[src/hdl/tcu_defines.svh]
// shared constants of the timer compare unit: mode codes and timer counts
`ifndef TCU_DEFINES_SVH
`define TCU_DEFINES_SVH

// compare mode select codes
`define TCU_MODE_OFF     4'h0
`define TCU_MODE_TOGGLE  4'h2
`define TCU_MODE_SET     4'h8
`define TCU_MODE_CLEAR   4'h9
`define TCU_MODE_SWINT   4'hA
`define TCU_MODE_SPECIAL 4'hB

// instruction clock is the system clock divided by this
`define TCU_INSN_DIV     3'h4

// timer count limits and reset values
`define TCU_COUNT_ZERO   16'h0000
`define TCU_COUNT_MAX    16'hFFFF
`define TCU_COUNT_STEP   16'h0001

`endif

[src/hdl/tcu_pkg.sv]
// types shared by the timer compare unit modules
package tcu_pkg;

  // action taken on a fresh match
  typedef enum logic [2:0]
  {
    act_none    = 3'b000,
    act_toggle  = 3'b001,
    act_set     = 3'b010,
    act_clear   = 3'b011,
    act_swint   = 3'b100,
    act_special = 3'b101
  } tcu_action_type;

  // state of one compare channel
  typedef struct packed
  {
    logic out;
    logic oe;
    logic flag;
    logic seen;
    logic adc;
  } tcu_chan_state_type;

  // state of the shared timer
  typedef struct packed
  {
    logic [15:0] count;
    logic [1:0]  div;
    logic [2:0]  sync;
    logic        ext_level;
    logic        ovf;
  } tcu_timer_state_type;

endpackage

[src/hdl/tcu_channel.sv]
// one compare channel: match detect, pin latch, flag and trigger
`timescale 1ns/100ps
`include "tcu_defines.svh"

module tcu_channel
(
  input  wire logic        sys_clk,
  input  wire logic        rst_n,
  input  wire logic [15:0] timer_count,
  input  wire logic [7:0]  compare_value_high,
  input  wire logic [7:0]  compare_value_low,
  input  wire logic [3:0]  compare_mode_select,
  input  wire logic        adc_enable,
  input  wire logic        flag_clear,
  output logic             compare_out,
  output logic             compare_oe,
  output logic             compare_match_flag,
  output logic             special_event,
  output logic             adc_start_pulse
);
  import tcu_pkg::*;

  // ****************************************************************
  // mode decode
  // ****************************************************************
  // unlisted codes map to no action, so the channel stays idle
  function automatic tcu_pkg::tcu_action_type decode_mode
  (
    input logic [3:0] mode
  );
    case (mode)
      `TCU_MODE_TOGGLE:  decode_mode = act_toggle;
      `TCU_MODE_SET:     decode_mode = act_set;
      `TCU_MODE_CLEAR:   decode_mode = act_clear;
      `TCU_MODE_SWINT:   decode_mode = act_swint;
      `TCU_MODE_SPECIAL: decode_mode = act_special;
      default:           decode_mode = act_none;
    endcase
  endfunction

  tcu_chan_state_type state_reg;
  tcu_chan_state_type state_next;
  tcu_action_type     action;
  logic [15:0]        compare_value;
  logic               match;
  logic               fresh;

  // ****************************************************************
  // match detection
  // ****************************************************************
  // equality is checked every cycle; fresh marks the first cycle only
  assign compare_value = {compare_value_high, compare_value_low};
  assign match         = compare_value == timer_count;
  assign fresh         = match && !state_reg.seen;
  assign action        = decode_mode(compare_mode_select);

  // ****************************************************************
  // next state
  // ****************************************************************
  always_comb
  begin
    state_next      = state_reg;
    state_next.seen = match;
    // exactly one action per fresh match, flag raised on the same edge
    if (fresh)
    begin
      case (action)
        act_toggle: state_next.out = !state_reg.out;
        act_set:    state_next.out = 1'b1;
        act_clear:  state_next.out = 1'b0;
        default:    state_next.out = state_reg.out;
      endcase
    end
    // cleared control forces the latch low; port latch is elsewhere
    if (compare_mode_select == `TCU_MODE_OFF)
    begin
      state_next.out = 1'b0;
    end
    // pin driven only in pin modes; software must also set direction
    state_next.oe = (action == act_toggle) || (action == act_set)
                    || (action == act_clear);
    // set wins over a clear arriving in the same cycle
    if (fresh && action != act_none)
    begin
      state_next.flag = 1'b1;
    end
    else if (flag_clear)
    begin
      state_next.flag = 1'b0;
    end
    // one pulse per match, held off while the converter is disabled
    state_next.adc = fresh && action == act_special && adc_enable;
  end

  // state register
  always_ff @(posedge sys_clk or negedge rst_n)
  begin
    if (!rst_n)
    begin
      state_reg <= '0;
    end
    else
    begin
      state_reg <= state_next;
    end
  end

  assign compare_out        = state_reg.out;
  assign compare_oe         = state_reg.oe;
  assign compare_match_flag = state_reg.flag;
  assign adc_start_pulse    = state_reg.adc;
  // trigger follows the match with no delay so the timer sees it early
  assign special_event      = match && action == act_special;
endmodule

[src/hdl/tcu_top.sv]
// timer compare unit: shared 16-bit timer with five compare channels
`timescale 1ns/100ps
`include "tcu_defines.svh"

module tcu_top
#(
  parameter int CHANNELS = 5
)
(
  input  wire logic                     sys_clk,
  input  wire logic                     rst_n,
  input  wire logic                     timer_enable,
  input  wire logic                     timer_ext_select,
  input  wire logic                     timer_ext_clk,
  input  wire logic                     overflow_flag_clear,
  input  wire logic                     adc_enable,
  input  wire logic [CHANNELS-1:0][7:0] compare_value_high,
  input  wire logic [CHANNELS-1:0][7:0] compare_value_low,
  input  wire logic [CHANNELS-1:0][3:0] compare_mode_select,
  input  wire logic [CHANNELS-1:0]      match_flag_clear,
  output logic      [7:0]               timer_count_high,
  output logic      [7:0]               timer_count_low,
  output logic                          timer_overflow_flag,
  output logic      [CHANNELS-1:0]      compare_output_pin,
  output logic      [CHANNELS-1:0]      compare_output_oe,
  output logic      [CHANNELS-1:0]      compare_match_flag,
  output logic      [CHANNELS-1:0]      special_event_trigger,
  output logic                          adc_start
);
  import tcu_pkg::*;

  localparam logic [1:0] DIV_LAST = 2'(`TCU_INSN_DIV - 3'h1);

  tcu_timer_state_type state_reg;
  tcu_timer_state_type state_next;
  logic [CHANNELS-1:0] adc_pulse;
  logic                ext_agree;
  logic                ext_rise;
  logic                insn_tick;
  logic                tick;
  logic                trigger_any;

  // ****************************************************************
  // timer clock selection
  // ****************************************************************
  // the external clock passes three flops; only the last two are
  // compared, so a change counts once it is seen twice in a row
  assign ext_agree = state_reg.sync[1] == state_reg.sync[2];
  assign ext_rise  = ext_agree && state_reg.sync[2]
                     && !state_reg.ext_level;

  // internal source is the instruction clock, never the raw clock
  assign insn_tick = state_reg.div == DIV_LAST;

  // one system cycle per timer clock edge
  assign tick = timer_enable
                && (timer_ext_select ? ext_rise : insn_tick);

  // any channel still matching in special mode at the timer edge
  assign trigger_any = |special_event_trigger;

  // ****************************************************************
  // timer next state
  // ****************************************************************
  always_comb
  begin
    state_next      = state_reg;
    state_next.sync = {state_reg.sync[1:0], timer_ext_clk};
    state_next.div  = 2'(state_reg.div + 2'h1);
    if (ext_agree)
    begin
      state_next.ext_level = state_reg.sync[2];
    end
    // overflow flag: hardware set wins over a software clear
    if (overflow_flag_clear)
    begin
      state_next.ovf = 1'b0;
    end
    if (tick)
    begin
      // trigger reset waits for the timer edge and only if the match
      // still holds, so a moved compare value cancels it
      if (trigger_any)
      begin
        state_next.count = `TCU_COUNT_ZERO;
      end
      else
      begin
        state_next.count = 16'(state_reg.count + `TCU_COUNT_STEP);
        // a trigger reset never reaches this branch
        if (state_reg.count == `TCU_COUNT_MAX)
        begin
          state_next.ovf = 1'b1;
        end
      end
    end
  end

  // timer state register
  always_ff @(posedge sys_clk or negedge rst_n)
  begin
    if (!rst_n)
    begin
      state_reg <= '0;
    end
    else
    begin
      state_reg <= state_next;
    end
  end

  assign timer_count_high    = state_reg.count[15:8];
  assign timer_count_low     = state_reg.count[7:0];
  assign timer_overflow_flag = state_reg.ovf;

  // ****************************************************************
  // compare channels
  // ****************************************************************
  // every channel is the same logic with its own value, mode and flag
  generate
    for (genvar ch = 0; ch < CHANNELS; ch++)
    begin : g_chan
      tcu_channel u_chan
      (
        .sys_clk             (sys_clk),
        .rst_n               (rst_n),
        .timer_count         (state_reg.count),
        .compare_value_high  (compare_value_high[ch]),
        .compare_value_low   (compare_value_low[ch]),
        .compare_mode_select (compare_mode_select[ch]),
        .adc_enable          (adc_enable),
        .flag_clear          (match_flag_clear[ch]),
        .compare_out         (compare_output_pin[ch]),
        .compare_oe          (compare_output_oe[ch]),
        .compare_match_flag  (compare_match_flag[ch]),
        .special_event       (special_event_trigger[ch]),
        .adc_start_pulse     (adc_pulse[ch])
      );
    end
  endgenerate

  // converter start: channel pulses merged; each is already one cycle
  assign adc_start = |adc_pulse;

  // every channel keeps off its pin in trigger mode, not only the first
  for (genvar ch = 0; ch < CHANNELS; ch++)
  begin : g_pin_chk

  end
endmodule

[config.mk]
export PLATFORM = sky130hd
export DESIGN_NAME = tcu_top
export DESIGN_NICKNAME = d
export VERILOG_FILES = /design/src/hdl/tcu_pkg.sv /design/src/hdl/tcu_channel.sv /design/src/hdl/tcu_top.sv
export VERILOG_INCLUDE_DIRS = /design/src /design/src/hdl
export SDC_FILE = /design/constraint.sdc
export NUM_CORES = 1
export LEC_CHECK = 0
export BUFFER_PORTS_ARGS = -buffer_cell sky130_fd_sc_hd__buf_2
export CORE_ASPECT_RATIO = 2
export CORE_MARGIN = 8
export CORE_UTILIZATION = 33
export DETAILED_ROUTE_END_ITERATION = 10
export HOLD_SLACK_MARGIN = 0.06
export PLACE_DENSITY = 0.59
export SETUP_SLACK_MARGIN = 0.1
export SLEW_MARGIN = 20
export SYNTH_ARGS = -nofsm -noshare
export SYNTH_HDL_FRONTEND = slang
export SYNTH_SLANG_ARGS = --single-unit
[constraint.sdc]
create_clock -name sys_clk -period 1.7 [get_ports sys_clk]
set_input_delay 0.34 -clock sys_clk [delete_from_list [all_inputs] [get_ports sys_clk]]
set_output_delay 0.34 -clock sys_clk [all_outputs]
set_load 0.01 [all_outputs]
* Yosys cells after proc, flatten, opt, wreduce, memory -nomap -nowiden *
Cells that the tools add are included.

operators by class
  add/sub/neg operators = 2
  $mul = 0
  div/mod/pow operators = 0
  $lt $le $gt $ge = 0
  equality and inequality tests = 53
  shift operators = 0
  multiplexer cells = 36
  bitwise operators = 0
  reductions and logical operators = 81

operators with widths
  cell                     number
  $eq A16 B16 Y1           5
  $eq A4 B4 Y1 const B     20
  $pmux W3 S5              5
  $eq A3 B2 Y1 const B     10
  $logic_and A1 B1 Y1      28
  $mux W1                  25
  $eq A4 B2 Y1 const B     5
  $logic_not A4 Y1         5
  $reduce_bool A2 Y1       10
  $reduce_bool A4 Y1       5
  $add A16 B1 Y16 const B  1
  $eq A16 B16 Y1 const B   1
  $mux W16                 1
  $eq A3 B1 Y1 const B     5
  $eq A3 B3 Y1 const B     5
  $pmux W1 S3              5
  $reduce_bool A3 Y1       5
  $logic_not A1 Y1         11
  $logic_or A1 B1 Y1       10
  $reduce_and A2 Y1        5
  $reduce_or A5 Y1         2
  $add A2 B1 Y2 const B    1
  $eq A2 B2 Y1 const B     1
  $eq A1 B1 Y1             1

storage, ports and cells
  register bits after elaboration = 48
  bits in latches = 0
  memory bits (writable) = 0
  memory bits (read-only) = 0
  input bits = 112
  output and inout port bits = 38
  word-level logic and storage cells = 202
  memories kept = 0

* Depth between registers and ports, before layout *
  depth in word-level cells = 7
  gate-level depth with buffers = 8
  gate-level depth less buffers = 7

* Hierarchy *
From an unflattened synthesis, not the netlist that was laid out.

second synthesis, totals
  cells, all modules = 371
  area total of the unflattened synthesis = 3460.8 um^2

modules (own cells, without submodules)
  module       times used  cells each  area each (um^2)  sequential area each (um^2)
  tcu_channel  5           45          420.4             125.1
  tcu_top      1           146         1358.8            575.6

* Worst setup path after synthesis *
No wires, ideal clock.

  path kind = register to register
  start point = reg state_reg, in the netlist timer_count_low[1]
  end point = reg state_reg, in the netlist timer_count_low[7]
  library setup time = 119 ps
  arrival time = 1745 ps
  required time = 1581 ps
  setup slack = -164 ps
  stages on the path, launching flop included = 9
  buffers on the path = 2
  period minus slack after synthesis = 1864 ps
  cells stage by stage = dfrtp_1 buf_4 xor2_1 nor4_1 nand4_1 o22ai_2 o31a_2 buf_6 nor2_1

on the way
  word-level cells in the longest chain between the ends = 4
  elaborated cells on any way between the ends = 13
  classes of those cells = add/sub: 1; eq/ne: 5; mux: 1; reduce/logical: 6

RTL lines
  item                                                                     RTL line        RTL
  from (decl)                                                              tcu_top.sv:34   tcu_timer_state_type state_reg;
  from (signal assigned)                                                   tcu_top.sv:108  state_reg <= state_next;
  parallel branches: the longest is 3 deep, another holds $add A16 B1 Y16  -
  $mux W16 *                                                               tcu_top.sv:83   if (trigger_any)

Every way passes the cells marked *.
A chain may end at the register's enable or synchronous reset.

* Worst setup path in the final report *
  start point = reg state_reg, in the netlist timer_count_high[4]
  end point = out special_event_trigger[1]

on the way
  word-level cells in the longest chain between the ends = 2

RTL lines
  item                 RTL line            RTL
  $eq A16 B16 Y1       tcu_channel.sv:53   assign match = compare_value == timer_count;
  $logic_and A1 B1 Y1  tcu_channel.sv:113  assign special_event = match && action == act_special;
  to (decl)            tcu_top.sv:27       output logic [CHANNELS-1:0] special_event_trigger,

Every way passes these cells.

==> impl_metrics.env <==
export IMPL_synth_async_reset_ratio_pct=100
export IMPL_ant_nets=0
export IMPL_drtPass1Iterations=4
export IMPL_clkSinkCount=48
export IMPL_min_period_over_period_pct=136
export IMPL_status="finished with violations"
export IMPL_swShare_pct=33.1
export IMPL_mappedNetlistNets=499
export IMPL_critPathBufInv=4
export IMPL_critPathMaxStageDelay_ns=0.45
export IMPL_comb_power_share_pct=31.0
export IMPL_switching_power_w=0.00115
export IMPL_yosys_most_used_dff="dfrtp_1"
export IMPL_mostFrequentLayoutCells="buf_2, xor2_1, buf_4"
export IMPL_setup_viol=38
export IMPL_violations="setup timing"
export IMPL_worst_setup_path_type="flop to output port"
export IMPL_wl_per_cell_um=19.0
export IMPL_synth_top_family_by_area="XOR/XNOR gates"
export IMPL_final_area_um2=5570
export IMPL_antenna_found_initial=0
export IMPL_grt_pass1_wl_mm=20.8
export IMPL_yosys_area_share_simple_pct=20.2
export IMPL_path_clk_slew_ns=0.07
export IMPL_synth_compound_area_share_pct=7.91
export IMPL_synthAdderAreaFrac_pct=1.04
export IMPL_ys_ff_latch=48
export IMPL_fin_worst_skew_ns=0.00865
export IMPL_layout_area_seq_um2=1220
export IMPL_dp_cells=692
export IMPL_critical_path_peak_fanout=4
export IMPL_synth_edf_count=0
export IMPL_slowest_stage="dfrtp_2"
export IMPL_place_area_um2=4730
export IMPL_rows=54
export IMPL_ys_seq_area_share_pct=33.2
export IMPL_arrival_ns=1.97
export IMPL_leakage_nw=2.77
export IMPL_die_x_um=90.1
export IMPL_layout_drive_gt1_share_pct=56.8
export IMPL_intPower_w=0.00232
export IMPL_rsz0062_at_grt="true"
export IMPL_final_common_cell="buf_2"
export IMPL_total_power_w=0.00347
export IMPL_tritoncts="done"
export IMPL_clkLatencyLatePin_ns=0.29
export IMPL_timing_final_hold_violations=0
export IMPL_remaining_drc_errors=0
export IMPL_worstSetupStartpointType="flop"
export IMPL_pwr_share_seq_pct=39.0
export IMPL_final_core_util_pct=51.6
export IMPL_routed_wl_mm=13.7
export IMPL_critical_path_endpoint_type="output port"
export IMPL_syn_avg_cell_area_um2=9.43
export IMPL_viasPerCell=4.85
export IMPL_grt_use_met3_pct=3.80
export IMPL_ir_worst_vdd_uv=571
export IMPL_relSlewSlack_pct=69.2
export IMPL_muxShareOfSynthArea_pct=1.69
export IMPL_overflow=0
export IMPL_worstPathCellList="buf_6 > xor2_2 > nor4_2 > buf_4 > nand4_4 > buf_6 > nor2_4 > buf_6"
export IMPL_die_h_um=164
export IMPL_hold_path_class="input port to flop"
export IMPL_grt_max_degree=49
export IMPL_p_per_area_nw_per_um2=622
export IMPL_syn_area_um2=3620
export IMPL_syn2layout_area_growth_pct=53.9
export IMPL_fill_cells=1022
export IMPL_initial_utilization_pct=33.5
export IMPL_min_period_ns=2.31
export IMPL_cpMostUsedCell="buf_6"
export IMPL_core_area_um2=10800
export IMPL_syn_inst=384
export IMPL_io_pins=150
export IMPL_yosys_cell_types_count=43
export IMPL_ys_warn_count=0
export IMPL_crit_required_ns=1.36
export IMPL_met2_usage_pct=36.5
export IMPL_numCtsBuffers=5
export IMPL_diodes=0
export IMPL_worstMarginPinSlew_ns=0.462
export IMPL_gp_congestion=0.971
export IMPL_clockPowerShare_pct=30.0
export IMPL_fin_nets=695
export IMPL_clockRootBuffer="clkbuf_16"
export IMPL_vias=3496
export IMPL_cp_top_family="buffers and inverters"
export IMPL_clockBufferDepth=2
export IMPL_synth_xor_area_share_pct=22.5
export IMPL_busiest_layer="met2"
export IMPL_multi_input_area_um2=2340
export IMPL_hpwlAfterDp_mm=11.0
export IMPL_fp_dieArea_um2=14800
export IMPL_drv_cap=0
export IMPL_fin_cells=721
export IMPL_grt_pass1_vias=3813
export IMPL_drv_slew=0
export IMPL_port_buffers=149
export IMPL_clock_fmax_mhz=433
export IMPL_met1_usage_pct=17.3
export IMPL_grtUsageTotal_pct=18.1
export IMPL_htreeDepth=2
export IMPL_dr_first_iter_drc_count=91
export IMPL_worst_slack_ns=-0.609
## synthesized netlist by cell type, types with 5 or more instances
cell      instances  area share (%)
nand4_1           7             1.2
o41ai_1           5             1.2
buf_4            47             9.7
xor2_1           85              21
nor2_1           40             4.1
nor4_1           18             3.1
buf_6             6             1.9
nor3_1            9             1.2
dfrtp_1          48              33
inv_1            17             1.8
a211oi_1          5             1.0
a21oi_1           9             1.2
mux2i_1           5             1.4
nand2_1          13             1.3
nand2b_1          6             1.0
o22a_1            5             1.2
nor4_2            7             2.4
nand3b_1          6             1.2
xnor2_1           8             1.9
## power groups by stage
stage,Combinational (W),Sequential [W],Clock [W]
3_3_place_gp,0.000944,0.00137,0
5_1_grt,0.00116,0.00136,0.00111
4_1_cts,0.00103,0.00135,0.00107
6_report,0.00108,0.00135,0.00104
2_1_floorplan,0.000654,0.00126,0
3_5_place_dp,0.000957,0.00137,0
## cell type report
class                           instances  area share (%)
Multi-Input combinational cell        265            42.0
Clock inverter                          2           0.247
Clock buffer                            6            2.49
Inverter                               18            1.26
Tap cell                              140            3.14
Timing Repair Buffer                  242            29.0
Sequential cell                        48            21.8
## layer usage
metal  vias up  share of wire, %
met5         -                 0
met4         0               1.9
met3        17               4.6
met2       110                59
met1      1697                35
li1       1672                 -
## stage by stage
| step | hold slack [ns] | setup slack [ns] | TNS [ns] |
|---|---|---|---|
| finish | 0.148 | -0.609 | -16.07 |
| detailed placement | 0.347 | -0.540 | -15.45 |
| floorplan | 0.0444 | -0.127 | -1.79 |
| global route | 0.137 | -0.682 | -19.45 |
| CTS | 0.143 | -0.621 | -16.12 |
| global placement | 0.336 | -0.512 | -13.85 |
## repair_timing
item                                   in CTS  in global routing
hold buffers                                1                  0
setup buffers                              14                  7
setup endpoints to repair                  43                 43
gates resized for setup                    51                 61
gates cloned                                1                  0
pin swaps                                  24                 27
endpoints found under the hold margin      48                  0
## path summary, 6_finish.rpt
| path | end | from | depth (start not counted) | slack (ns) |
|---|---|---|---|---|
| hold / removal | state_next[3] | timer_ext_clk | 1 | 0.15 |
| min in group asynchronous | state_reg[1] | rst_n | 3 | 0.56 |
| setup / recovery | special_event_trigger[1] | timer_count_high[4] | 8 | -0.61 |
| max in group asynchronous | timer_count_high[7] | rst_n | 3 | 0.86 |
| hold reg to reg | state_next[4] | state_next[3] | 0 | 0.36 |
| setup reg to reg | timer_count_low[6] | timer_count_high[4] | 10 | -0.59 |
## kinds of logic (layout without fill, tap and decap cells)
kind of cell | count (synthesis) | count (layout)
adder cells (fa/ha/maj) | 3 | 3
flip-flops | 48 | 48
XOR/XNOR | 93 | 93
multiplexers | 6 | 6
buffers and inverters | 71 | 268
AND/OR/NAND/NOR | 126 | 126
AO/OA/AOI/OAI | 37 | 37
No activity file was read; power rests on OpenSTA's default activity.
